`config.mk`:
```
export PLATFORM = sky130hd
export DESIGN_NAME = dtc_top
export DESIGN_NICKNAME = d
export VERILOG_FILES = /design/src/shared/dtc_pkg.sv /design/src/shared/dtc_cnt_if.sv /design/src/dtc_cnt.sv /design/src/dtc_top.sv
export SDC_FILE = /design/constraint.sdc
export NUM_CORES = 1
export LEC_CHECK = 0
export ABC_CLOCK_PERIOD_IN_PS = 2700
export BUFFER_PORTS_ARGS = -buffer_cell sky130_fd_sc_hd__buf_2
export CAP_MARGIN = 40
export CORE_MARGIN = 1.5
export CORE_UTILIZATION = 30
export CTS_CLUSTER_SIZE = 28
export DETAILED_ROUTE_END_ITERATION = 7
export PLACE_DENSITY = 0.44
export SLEW_MARGIN = 10
export SYNTH_ARGS = -nofsm -noshare
export SYNTH_HDL_FRONTEND = slang
export SYNTH_SLANG_ARGS = --single-unit
```
`constraint.sdc`:
```
create_clock -name ref_clk -period 2.7 [get_ports ref_clk]
set_input_delay 0.27 -clock ref_clk [delete_from_list [all_inputs] [get_ports ref_clk]]
set_output_delay 0.27 -clock ref_clk [all_outputs]
set_load 0.005 [all_outputs]
```
`src/shared/dtc_pkg.sv`:
```
package dtc_pkg;

  localparam logic [7:0] DTC_ADR_CTRL  = 8'h88;
  localparam logic [7:0] DTC_ADR_MODE  = 8'h89;
  localparam logic [7:0] DTC_ADR_CLO_A = 8'h8A;
  localparam logic [7:0] DTC_ADR_CLO_B = 8'h8B;
  localparam logic [7:0] DTC_ADR_CHI_A = 8'h8C;
  localparam logic [7:0] DTC_ADR_CHI_B = 8'h8D;
  localparam logic [7:0] DTC_ADR_STAT  = 8'h90;
  localparam logic [7:0] DTC_ADR_MASK  = 8'h91;
  localparam logic [7:0] DTC_ADR_IEN   = 8'hA8;

  localparam int CTL_OVF_B  = 7;
  localparam int CTL_RUN_B  = 6;
  localparam int CTL_OVF_A  = 5;
  localparam int CTL_RUN_A  = 4;
  localparam int CTL_EXT_B  = 3;
  localparam int CTL_TRIG_B = 2;
  localparam int CTL_EXT_A  = 1;
  localparam int CTL_TRIG_A = 0;

  localparam int MOD_GATE_B = 7;
  localparam int MOD_SRC_B  = 6;
  localparam int MOD_SEL_B  = 4;
  localparam int MOD_GATE_A = 3;
  localparam int MOD_SRC_A  = 2;
  localparam int MOD_SEL_A  = 0;

  localparam int IEN_GLOBAL = 7;
  localparam int IEN_OVF_B  = 3;
  localparam int IEN_EXT_B  = 2;
  localparam int IEN_OVF_A  = 1;
  localparam int IEN_EXT_A  = 0;

  localparam int EVT_OVF_A = 0;
  localparam int EVT_OVF_B = 1;
  localparam int EVT_EXT_A = 2;
  localparam int EVT_EXT_B = 3;
  localparam int EVT_N     = 4;

  localparam logic [7:0] DTC_RST_BYTE = 8'h00;
  localparam logic [2:0] DTC_PER_DIV  = 3'h6;
  localparam int         DTC_PRESC_W  = 5;

  typedef enum logic [1:0] {
    DTC_M_PRESC  = 2'h0,
    DTC_M_FULL   = 2'h1,
    DTC_M_RELOAD = 2'h2,
    DTC_M_SPLIT  = 2'h3
  } dtc_mode_t;

endpackage : dtc_pkg

```
`src/shared/dtc_cnt_if.sv`:
```
`timescale 1ns/1ps
interface dtc_cnt_if;
  import dtc_pkg::*;
  logic       tick_lo;
  logic       tick_hi;
  dtc_mode_t  mode;
  logic       wr_lo;
  logic       wr_hi;
  logic [7:0] wdata;
  logic [7:0] lo;
  logic [7:0] hi;
  logic       ovf_lo;
  logic       ovf_hi;
  modport ctrl (output tick_lo, tick_hi, mode, wr_lo, wr_hi, wdata,
                input  lo, hi, ovf_lo, ovf_hi);
  modport core (input  tick_lo, tick_hi, mode, wr_lo, wr_hi, wdata,
                output lo, hi, ovf_lo, ovf_hi);
endinterface : dtc_cnt_if

```
`src/dtc_cnt.sv`:
```
`timescale 1ns/1ps
module dtc_cnt
  import dtc_pkg::*;
(
  input wire logic ref_clk,
  input wire logic rstn,
  dtc_cnt_if.core  c
);

  localparam int PM = DTC_PRESC_W - 1;

  logic [7:0]  lo_q;
  logic [7:0]  lo_d;
  logic [7:0]  hi_q;
  logic [7:0]  hi_d;
  logic [15:0] full_inc;

  assign full_inc = {hi_q, lo_q} + 16'h0001;
  assign c.lo     = lo_q;
  assign c.hi     = hi_q;

  always_comb begin
    lo_d     = lo_q;
    hi_d     = hi_q;
    c.ovf_lo = 1'b0;
    c.ovf_hi = 1'b0;
    unique case (c.mode)
      DTC_M_PRESC: begin
        // Upper bits of the low byte are left alone
        if (c.tick_lo) begin
          lo_d[PM:0] = lo_q[PM:0] + 1'b1;
          if (&lo_q[PM:0]) begin
            hi_d     = hi_q + 8'h01;
            c.ovf_lo = &hi_q;
          end
        end
      end
      DTC_M_FULL: begin
        if (c.tick_lo) begin
          {hi_d, lo_d} = full_inc;
          c.ovf_lo     = &{hi_q, lo_q};
        end
      end
      DTC_M_RELOAD: begin
        if (c.tick_lo) begin
          lo_d     = (&lo_q) ? hi_q : lo_q + 8'h01;
          c.ovf_lo = &lo_q;
        end
      end
      DTC_M_SPLIT: begin
        if (c.tick_lo) begin
          lo_d     = lo_q + 8'h01;
          c.ovf_lo = &lo_q;
        end
        if (c.tick_hi) begin
          hi_d     = hi_q + 8'h01;
          c.ovf_hi = &hi_q;
        end
      end
    endcase
    // Software load wins over a count in the same cycle
    if (c.wr_lo) begin
      lo_d = c.wdata;
    end
    if (c.wr_hi) begin
      hi_d = c.wdata;
    end
  end

  always_ff @(posedge ref_clk or negedge rstn) begin
    if (!rstn) begin
      lo_q <= DTC_RST_BYTE;
      hi_q <= DTC_RST_BYTE;
    end else begin
      lo_q <= lo_d;
      hi_q <= hi_d;
    end
  end

endmodule : dtc_cnt

```
`src/dtc_top.sv`:
```
// Overview of operation
// Each timer sets its own overflow flag in the control register when its count overflows, and that flag is its one interrupt source.
// While timer A is in mode 3 the code drops timer B's overflow and sets B's flag from timer A's high byte.
// A timer overflow flag is cleared by hardware when the processor vectors to that timer's interrupt.
// A timer interrupt request goes out only when its own enable and the global enable are both set.
// Timer B runs while its run bit is one and stops while it is zero; while timer A is in mode 3 the code runs B with the bit zero.
// With its gating bit clear timer B counts whenever running; with it set only while its gate pin is also high.
// With its source bit zero timer B counts the divided system clock.
// With its source bit one timer B counts falling edges on its count pin.
// Mode 0 makes the high byte an 8-bit counter fed by a 5-bit prescaler in the low byte.
// Mode 1 makes the two bytes one 16-bit counter.
// Mode 2 makes timer B's low byte an 8-bit counter reloaded from its high byte on overflow.
// Timer A in mode 2 reloads its low byte from its high byte on each low byte overflow.
// The external flag of channel A is set when an external interrupt is seen on gate pin A.
// In edge mode that external flag is cleared by hardware when its interrupt is taken.
// Timer B in mode 3 halts and holds its count.
// Timer A in mode 3 runs as two 8-bit timers, the high one on the clock divided by 6 using timer B's flag and run bit.
// Timer A has the same run, gating, source and mode controls as timer B in its own bits.
// Each trigger select bit picks low level when zero and falling edge when one for its external pin.
//
// The implementer's own choice: the plain strobed port.
`timescale 1ns/1ps
module dtc_top
  import dtc_pkg::*;
(
  input  wire logic       ref_clk,
  input  wire logic       rstn,
  input  wire logic [7:0] reg_addr,
  input  wire logic [7:0] reg_wdata,
  input  wire logic       reg_wr,
  input  wire logic       reg_rd,
  output logic      [7:0] reg_rdata,
  input  wire logic       ext_gate_pin_a,
  input  wire logic       ext_gate_pin_b,
  input  wire logic       ext_count_pin_a,
  input  wire logic       ext_count_pin_b,
  input  wire logic       ovf_ack_a,
  input  wire logic       ovf_ack_b,
  input  wire logic       ext_ack_a,
  input  wire logic       ext_ack_b,
  output logic            ovf_irq_req_a,
  output logic            ovf_irq_req_b,
  output logic            ext_irq_req_a,
  output logic            ext_irq_req_b,
  output logic            irq
);

  localparam int NPIN = 4;

  // Pin synchronisers: index 0 gate A, 1 gate B, 2 count A, 3 count B
  logic [NPIN-1:0] pin_raw;
  logic [NPIN-1:0] pin_s1_q;
  logic [NPIN-1:0] pin_s2_q;
  logic [NPIN-1:0] pin_s3_q;
  logic [NPIN-1:0] pin_fall;

  assign pin_raw = {ext_count_pin_b, ext_count_pin_a,
                    ext_gate_pin_b, ext_gate_pin_a};

  genvar gp;
  generate
    for (gp = 0; gp < NPIN; gp++) begin : g_sync
      always_ff @(posedge ref_clk or negedge rstn) begin
        if (!rstn) begin
          pin_s1_q[gp] <= 1'b1;
          pin_s2_q[gp] <= 1'b1;
          pin_s3_q[gp] <= 1'b1;
        end else begin
          pin_s1_q[gp] <= pin_raw[gp];
          pin_s2_q[gp] <= pin_s1_q[gp];
          pin_s3_q[gp] <= pin_s2_q[gp];
        end
      end
      assign pin_fall[gp] = pin_s3_q[gp] & ~pin_s2_q[gp];
    end
  endgenerate

  logic gate_a;
  logic gate_b;
  logic fall_gate_a;
  logic fall_gate_b;
  logic fall_cnt_a;
  logic fall_cnt_b;

  assign gate_a      = pin_s2_q[0];
  assign gate_b      = pin_s2_q[1];
  assign fall_gate_a = pin_fall[0];
  assign fall_gate_b = pin_fall[1];
  assign fall_cnt_a  = pin_fall[2];
  assign fall_cnt_b  = pin_fall[3];

  // Peripheral clock divider for timer operation
  logic [2:0] div_q;
  logic [2:0] div_d;
  logic       div_tick;

  assign div_tick = (div_q == DTC_PER_DIV - 3'h1);
  assign div_d    = div_tick ? 3'h0 : div_q + 3'h1;

  always_ff @(posedge ref_clk or negedge rstn) begin
    if (!rstn) begin
      div_q <= 3'h0;
    end else begin
      div_q <= div_d;
    end
  end

  // Register decode
  logic wr_ctrl;
  logic wr_mode;
  logic wr_stat;
  logic wr_mask;
  logic wr_ien;
  logic wr_clo_a;
  logic wr_clo_b;
  logic wr_chi_a;
  logic wr_chi_b;

  assign wr_ctrl  = reg_wr & (reg_addr == DTC_ADR_CTRL);
  assign wr_mode  = reg_wr & (reg_addr == DTC_ADR_MODE);
  assign wr_stat  = reg_wr & (reg_addr == DTC_ADR_STAT);
  assign wr_mask  = reg_wr & (reg_addr == DTC_ADR_MASK);
  assign wr_ien   = reg_wr & (reg_addr == DTC_ADR_IEN);
  assign wr_clo_a = reg_wr & (reg_addr == DTC_ADR_CLO_A);
  assign wr_clo_b = reg_wr & (reg_addr == DTC_ADR_CLO_B);
  assign wr_chi_a = reg_wr & (reg_addr == DTC_ADR_CHI_A);
  assign wr_chi_b = reg_wr & (reg_addr == DTC_ADR_CHI_B);

  // Plain read/write control bits
  logic [7:0] mode_q;
  logic [7:0] ien_q;
  logic       run_ctrl_a_q;
  logic       run_ctrl_b_q;
  logic       ext_trigger_sel_a_q;
  logic       ext_trigger_sel_b_q;
  logic [EVT_N-1:0] mask_q;

  always_ff @(posedge ref_clk or negedge rstn) begin
    if (!rstn) begin
      mode_q              <= DTC_RST_BYTE;
      ien_q               <= DTC_RST_BYTE;
      run_ctrl_a_q        <= 1'b0;
      run_ctrl_b_q        <= 1'b0;
      ext_trigger_sel_a_q <= 1'b0;
      ext_trigger_sel_b_q <= 1'b0;
      mask_q              <= '0;
    end else begin
      if (wr_mode) begin
        mode_q <= reg_wdata;
      end
      if (wr_ien) begin
        ien_q <= reg_wdata;
      end
      if (wr_mask) begin
        mask_q <= reg_wdata[EVT_N-1:0];
      end
      if (wr_ctrl) begin
        run_ctrl_a_q        <= reg_wdata[CTL_RUN_A];
        run_ctrl_b_q        <= reg_wdata[CTL_RUN_B];
        ext_trigger_sel_a_q <= reg_wdata[CTL_TRIG_A];
        ext_trigger_sel_b_q <= reg_wdata[CTL_TRIG_B];
      end
    end
  end

  // Mode fields
  logic      gating_sel_a;
  logic      gating_sel_b;
  logic      count_src_a;
  logic      count_src_b;
  dtc_mode_t mode_a;
  dtc_mode_t mode_b;
  logic      a_split;
  logic      b_halt;

  assign gating_sel_a = mode_q[MOD_GATE_A];
  assign gating_sel_b = mode_q[MOD_GATE_B];
  assign count_src_a  = mode_q[MOD_SRC_A];
  assign count_src_b  = mode_q[MOD_SRC_B];
  assign mode_a       = dtc_mode_t'(mode_q[MOD_SEL_A +: 2]);
  assign mode_b       = dtc_mode_t'(mode_q[MOD_SEL_B +: 2]);
  assign a_split      = (mode_a == DTC_M_SPLIT);
  assign b_halt       = (mode_b == DTC_M_SPLIT);

  // Count enables
  logic run_a;
  logic run_b;
  logic src_a;
  logic src_b;
  logic run_b_bit;

  assign run_a = run_ctrl_a_q & (~gating_sel_a | gate_a);
  // While A is split, B has lost its run bit and runs unless halted or gated off
  assign run_b_bit = a_split | run_ctrl_b_q;
  assign run_b = run_b_bit & (~gating_sel_b | gate_b);
  assign src_a = count_src_a ? fall_cnt_a : div_tick;
  assign src_b = count_src_b ? fall_cnt_b : div_tick;

  dtc_cnt_if cif [2] ();

  assign cif[0].tick_lo = run_a & src_a;
  assign cif[0].tick_hi = a_split & run_ctrl_b_q & div_tick;
  assign cif[0].mode    = mode_a;
  assign cif[0].wr_lo   = wr_clo_a;
  assign cif[0].wr_hi   = wr_chi_a;
  assign cif[0].wdata   = reg_wdata;

  assign cif[1].tick_lo = run_b & src_b & ~b_halt;
  assign cif[1].tick_hi = 1'b0;
  assign cif[1].mode    = mode_b;
  assign cif[1].wr_lo   = wr_clo_b;
  assign cif[1].wr_hi   = wr_chi_b;
  assign cif[1].wdata   = reg_wdata;

  genvar gt;
  generate
    for (gt = 0; gt < 2; gt++) begin : g_tmr
      dtc_cnt u_cnt (
        .ref_clk (ref_clk),
        .rstn    (rstn),
        .c       (cif[gt])
      );
    end
  endgenerate

  // Flag set events
  logic ovf_set_a;
  logic ovf_set_b;
  logic ext_set_a;
  logic ext_set_b;

  assign ovf_set_a = cif[0].ovf_lo;
  // Split timer A high byte owns B's flag; B's own overflow is lost then
  assign ovf_set_b = a_split ? cif[0].ovf_hi : cif[1].ovf_lo;
  assign ext_set_a = ext_trigger_sel_a_q ? fall_gate_a : ~gate_a;
  assign ext_set_b = ext_trigger_sel_b_q ? fall_gate_b : ~gate_b;

  // Hardware-set flags; a set beats a write or an acknowledge
  logic overflow_flag_a_q;
  logic overflow_flag_b_q;
  logic ext_edge_flag_a_q;
  logic ext_edge_flag_b_q;
  logic ovf_a_keep;
  logic ovf_b_keep;
  logic ext_a_keep;
  logic ext_b_keep;

  assign ovf_a_keep = wr_ctrl ? reg_wdata[CTL_OVF_A]
                              : overflow_flag_a_q & ~ovf_ack_a;
  assign ovf_b_keep = wr_ctrl ? reg_wdata[CTL_OVF_B]
                              : overflow_flag_b_q & ~ovf_ack_b;
  assign ext_a_keep = wr_ctrl ? reg_wdata[CTL_EXT_A]
                              : ext_edge_flag_a_q & ~ext_ack_a;
  assign ext_b_keep = wr_ctrl ? reg_wdata[CTL_EXT_B]
                              : ext_edge_flag_b_q & ~ext_ack_b;

  always_ff @(posedge ref_clk or negedge rstn) begin
    if (!rstn) begin
      overflow_flag_a_q <= 1'b0;
      overflow_flag_b_q <= 1'b0;
      ext_edge_flag_a_q <= 1'b0;
      ext_edge_flag_b_q <= 1'b0;
    end else begin
      overflow_flag_a_q <= ovf_set_a | ovf_a_keep;
      overflow_flag_b_q <= ovf_set_b | ovf_b_keep;
      // Level mode follows the pin, so software cannot latch it
      ext_edge_flag_a_q <= ext_trigger_sel_a_q ? (ext_set_a | ext_a_keep)
                                               : ext_set_a;
      ext_edge_flag_b_q <= ext_trigger_sel_b_q ? (ext_set_b | ext_b_keep)
                                               : ext_set_b;
    end
  end

  // Sticky event status, write one to clear
  logic [EVT_N-1:0] evt;
  logic [EVT_N-1:0] stat_q;
  logic [EVT_N-1:0] stat_clr;

  assign evt[EVT_OVF_A] = ovf_set_a;
  assign evt[EVT_OVF_B] = ovf_set_b;
  assign evt[EVT_EXT_A] = ext_set_a & ext_trigger_sel_a_q;
  assign evt[EVT_EXT_B] = ext_set_b & ext_trigger_sel_b_q;
  assign stat_clr = wr_stat ? reg_wdata[EVT_N-1:0] : '0;

  always_ff @(posedge ref_clk or negedge rstn) begin
    if (!rstn) begin
      stat_q <= '0;
    end else begin
      stat_q <= evt | (stat_q & ~stat_clr);
    end
  end

  // Interrupt requests toward the interrupt controller
  logic req_ovf_a;
  logic req_ovf_b;
  logic req_ext_a;
  logic req_ext_b;
  logic glob_en;

  assign glob_en   = ien_q[IEN_GLOBAL];
  assign req_ovf_a = glob_en & ien_q[IEN_OVF_A] & overflow_flag_a_q;
  assign req_ovf_b = glob_en & ien_q[IEN_OVF_B] & overflow_flag_b_q;
  assign req_ext_a = glob_en & ien_q[IEN_EXT_A] & ext_edge_flag_a_q;
  assign req_ext_b = glob_en & ien_q[IEN_EXT_B] & ext_edge_flag_b_q;

  always_ff @(posedge ref_clk or negedge rstn) begin
    if (!rstn) begin
      ovf_irq_req_a <= 1'b0;
      ovf_irq_req_b <= 1'b0;
      ext_irq_req_a <= 1'b0;
      ext_irq_req_b <= 1'b0;
      irq           <= 1'b0;
    end else begin
      ovf_irq_req_a <= req_ovf_a;
      ovf_irq_req_b <= req_ovf_b;
      ext_irq_req_a <= req_ext_a;
      ext_irq_req_b <= req_ext_b;
      irq           <= |(stat_q & mask_q);
    end
  end

  // Read path, one cycle latency, unmapped reads as zero
  logic [7:0] ctrl_rd;
  logic [7:0] rd_mux;

  assign ctrl_rd = {overflow_flag_b_q, run_ctrl_b_q,
                    overflow_flag_a_q, run_ctrl_a_q,
                    ext_edge_flag_b_q, ext_trigger_sel_b_q,
                    ext_edge_flag_a_q, ext_trigger_sel_a_q};

  always_comb begin
    unique case (reg_addr)
      DTC_ADR_CTRL:  rd_mux = ctrl_rd;
      DTC_ADR_MODE:  rd_mux = mode_q;
      DTC_ADR_CLO_A: rd_mux = cif[0].lo;
      DTC_ADR_CLO_B: rd_mux = cif[1].lo;
      DTC_ADR_CHI_A: rd_mux = cif[0].hi;
      DTC_ADR_CHI_B: rd_mux = cif[1].hi;
      DTC_ADR_STAT:  rd_mux = {{(8-EVT_N){1'b0}}, stat_q};
      DTC_ADR_MASK:  rd_mux = {{(8-EVT_N){1'b0}}, mask_q};
      DTC_ADR_IEN:   rd_mux = ien_q;
      default:       rd_mux = DTC_RST_BYTE;
    endcase
  end

  always_ff @(posedge ref_clk or negedge rstn) begin
    if (!rstn) begin
      reg_rdata <= DTC_RST_BYTE;
    end else if (reg_rd) begin
      reg_rdata <= rd_mux;
    end else begin
      reg_rdata <= DTC_RST_BYTE;
    end
  end

endmodule : dtc_top

```
==> results.sh <==
export IMPL_synth_top_area_frac=0.377
export IMPL_route_detailed_drc=0
export IMPL_die_width_microns=136
export IMPL_htree_levels=3
export IMPL_seqCellArea_sq_um=2320
export IMPL_clock_sinks=92
export IMPL_via_per_inst=5.47
export IMPL_synthFlopType="sky130_fd_sc_hd__dfrtp_1"
export IMPL_sw_frac_of_total=0.375
export IMPL_share_seq_of_total_power=0.442
export IMPL_fmax_mhz=419
export IMPL_number_of_antenna_violations_at_the_first_check_in_global_routing=0
export IMPL_kind_of_path_behind_the_tightest_hold_check="input pin to flip-flop"
export IMPL_fp_coreArea_sq_um=17300
export IMPL_report_final_hold_viol_count=0
export IMPL_start_util=0.307
export IMPL_worst_skew_pair_late_latency_ns=0.36
export IMPL_synth_area_sq_um=5310
export IMPL_switching_power_mw=1.71
export IMPL_grt_start_max_net_pins=57
export IMPL_synth_enable_flop_cells=0
export IMPL_yosys_area_top_type="sky130_fd_sc_hd__dfrtp_1"
export IMPL_final_setup_tns_ns=0
export IMPL_ys_async_sr_fraction=1.00
export IMPL_finalWirelength_microns=16700
export IMPL_cts_buffers_inserted=9
export IMPL_area_growth_pct=15.3
export IMPL_grtUsageTotal=0.190
export IMPL_initialDrtViolationCount=258
export IMPL_outcome="completed"
export IMPL_wire_length_of_the_first_global_routing_pass_microns=25700
export IMPL_cts_buffer_depth=2
export IMPL_synth_yosys_seq_area_share=0.437
export IMPL_number_of_unique_standard_cell_types_used_by_synthesis=63
export IMPL_crit_buf_inv=0
export IMPL_worstPathArrival_ns=2.64
export IMPL_postCtsResizedCells=0
export IMPL_antenna_cells_inserted=0
export IMPL_place_hpwl_microns=12200
export IMPL_syn_instance_count=552
export IMPL_floorplan_io_pins=41
export IMPL_critical_path_startpoint="g_tmr[1].u_cnt.c.lo[0]"
export IMPL_cell_internal_pwr_mw=2.85
export IMPL_cp_cell_sequence="ha_1 > nand2_1 > or3_1 > a2111o_1 > a22oi_1 > a211oi_1 > a21o_1"
export IMPL_clkSlewWorstSetupHoldPaths_ns=0.07
export IMPL_net_count_of_the_mapped_netlist=595
export IMPL_finalSetupViolCount=0
export IMPL_timing_max_cap_violations=0
export IMPL_vias=4497
export IMPL_critical_path_top_delay_family="compound AO/OA/AOI/OAI gates"
export IMPL_criticalPathCategory="flip-flop to flip-flop"
export IMPL_fin_total_pwr_mw=4.56
export IMPL_rows=48
export IMPL_path_max_fanout=6
export IMPL_drive_gt1_frac=0.196
export IMPL_number_of_global_route_vias_before_repair=4337
export IMPL_synthesized_flop_and_latch_total=92
export IMPL_combPwrFrac=0.267
export IMPL_timing_max_slew_rel_slack=0.487
export IMPL_yosysWarnings=0
export IMPL_vdd_ir_drop_max_mv=0.356
export IMPL_drt_pre_antenna_iters=5
export IMPL_globalplace_congestion=0.884
export IMPL_leakage_nw=2.65
export IMPL_worst_r2r_path_depth=7
export IMPL_timing_critical_path_depth=7
export IMPL_cts_tree="done"
export IMPL_required_ns=2.95
export IMPL_endpoint_kind_of_the_worst_setup_timing_path="flip-flop"
export IMPL_postCtsSetupRepairBufs=0
export IMPL_clock_tree_root_cell="sky130_fd_sc_hd__clkbuf_16"
export IMPL_vertical_die_dimension_microns=136
export IMPL_global_route_overflow_total=0
export IMPL_commonest_cells_after_routing_fill_and_taps_aside="sky130_fd_sc_hd__dfrtp_1, sky130_fd_sc_hd__nand2_1, sky130_fd_sc_hd__nor2_1"
export IMPL_endpoint_of_the_lowest_slack_register_to_register_path="g_tmr[1].u_cnt.c.lo[4]"
export IMPL_finalMaxSlewViolations=0
export IMPL_ff2ff_setup_slack_ns=0.31
export IMPL_critical_path_endpoint="g_tmr[1].u_cnt.c.lo[4]"
export IMPL_antenna_violating_nets_post_route=0
export IMPL_mostFrequentLayoutCell="sky130_fd_sc_hd__dfrtp_1"
export IMPL_worst_clock_skew_ns=0.0138
export IMPL_power_density_nw_per_um2=746
export IMPL_crit_path_start_kind="flip-flop"
export IMPL_final_nets=635
export IMPL_final_min_period_over_clock_period=0.884
export IMPL_syn_mean_instance_area_sq_um=9.61
export IMPL_critPathMaxStageDelay_ns=0.54
export IMPL_final_period_minus_worst_setup_slack_ns=2.39
export IMPL_die_area_sq_um=18500
export IMPL_dr_wl_cell_microns=20.3
export IMPL_slew_worst_pin_ns=0.766
export IMPL_timing_rr_start="g_tmr[1].u_cnt.c.lo[0]"
export IMPL_clock_group_share_of_total_power=0.291
export IMPL_final_worst_path_setup_slack_ns=0.312
export IMPL_number_of_i_o_port_buffers=40
export IMPL_grt_setup_unrepaired="false"
export IMPL_crit_slowest_cell="sky130_fd_sc_hd__a2111o_1"
export IMPL_fillers=1795
export IMPL_detailedPlace_worstSlack_ns=0.318
export IMPL_post_synth_main_area_contributors="sky130_fd_sc_hd__dfrtp_1, sky130_fd_sc_hd__dfstp_2, sky130_fd_sc_hd__mux2i_1, sky130_fd_sc_hd__mux2_2, sky130_fd_sc_hd__nand2_1"
export IMPL_multi_input_area_sq_um=2780
cell usage after synthesis, drive strengths merged (3+ instances only):
library cell	count
nor2b	3
mux2i	31
a211o	3
and3b	4
nor4b	4
xnor2	11
or3	3
a32o	5
a21oi	27
nand2	55
a22oi	6
and2	3
nand3b	3
a221oi	3
inv	21
dfstp	12
dfrtp	80
clkbuf	16
nor4	10
a31oi	7
mux2	26
nand3	21
a211oi	5
xor2	9
ha	15
and3	12
nor3	14
nor2	44
buf	10
and4	4
a21o	7
nand4	7
o22ai	7
a32oi	3
o21ai	37
final cells by class:
| type | instances | area share |
|---|---|---|
| multi-input cells | 413 | 0.455 |
| flip-flops and latches | 92 | 0.379 |
| repair buffers | 55 | 0.0556 |
| well taps | 225 | 0.0460 |
| clock buffers | 9 | 0.0368 |
| clock inverters | 7 | 0.0149 |
| inverters | 21 | 0.0129 |
logic make-up after synthesis:
logic type | share of synthesized area
AND/OR/NAND/NOR | 0.185
AO/OA/AOI/OAI | 0.158
flip-flops | 0.437
multiplexers | 0.114
buffers and inverters | 0.0387
XOR/XNOR | 0.0330
adder cells (fa/ha/maj) | 0.0354
sequential cells by signal, summed over array words and instances (netlist names), 4 cells and up:
register          cells
stat_q                4
pin_s1_q              4
mask_q                4
reg_rdata             8
g_tmr.u_cnt.c.hi     16
ien_q                 8
g_tmr.u_cnt.c.lo     16
mode_q                8
pin_s3_q              4
per-layer routing:
metal,track usage,vias up,share of wire,wire length [microns]
li1,-,2106,-,-
met1,0.250,2233,0.46,7600
met2,0.306,134,0.47,7900
met3,0.0451,24,0.046,766
met4,0.0656,0,0.025,423
met5,0,-,0,0
worst min path at each step:
stage	slack, ns	endpoint	start	depth (start not counted)
finish	0.20	overflow_flag_b_q	ovf_ack_b	4
global route	0.21	overflow_flag_b_q	ovf_ack_b	4
CTS	0.20	overflow_flag_b_q	ovf_ack_b	4
detailed placement	0.28	g_tmr[0].u_cnt.c.hi[2]	rstn	1
global placement	0.28	g_tmr[0].u_cnt.c.hi[2]	rstn	1
floorplan	-0.03	div_q[0]	rstn	0
through the flow:
| stage | cell area (sq um) | util | cells | hold WS [ns] |
|---|---|---|---|---|
| final | 6120 | 0.354 | 822 | 0.205 |
| after global routing | 6120 | 0.354 | 822 | 0.212 |
| after CTS | 6120 | 0.354 | 822 | 0.196 |
| after detailed placement | 5750 | 0.333 | 801 | 0.283 |
| after global placement | 5750 | 0.333 | 801 | 0.278 |
| after floorplan | 5310 | - | 552 | -0.0256 |
worst register-to-register path, stage by stage, from the launching register on:
cell and delay (ns):
sky130_fd_sc_hd__dfrtp_1 0.41, sky130_fd_sc_hd__ha_1 0.23, sky130_fd_sc_hd__nand2_1 0.10, sky130_fd_sc_hd__or3_1 0.49, sky130_fd_sc_hd__a2111o_1 0.54, sky130_fd_sc_hd__a22oi_1 0.24
sky130_fd_sc_hd__a211oi_1 0.10, sky130_fd_sc_hd__a21o_1 0.17
repair_timing:
action | CTS | global route
setup endpoints to repair | 0 | 0
endpoints found under the hold margin | 37 | 0
hold buffers | 5 | 0
power groups by stage:
stage	clock, mW	sequential, mW	combinational (mW)
final	1.33	2.02	1.22
after global routing	1.43	2.05	1.36
after CTS	1.37	2.01	1.22
after detailed placement	0	2.03	1.20
after global placement	0	2.04	1.19
after floorplan	0	1.87	0.890
(Power assumes the default switching activity.)
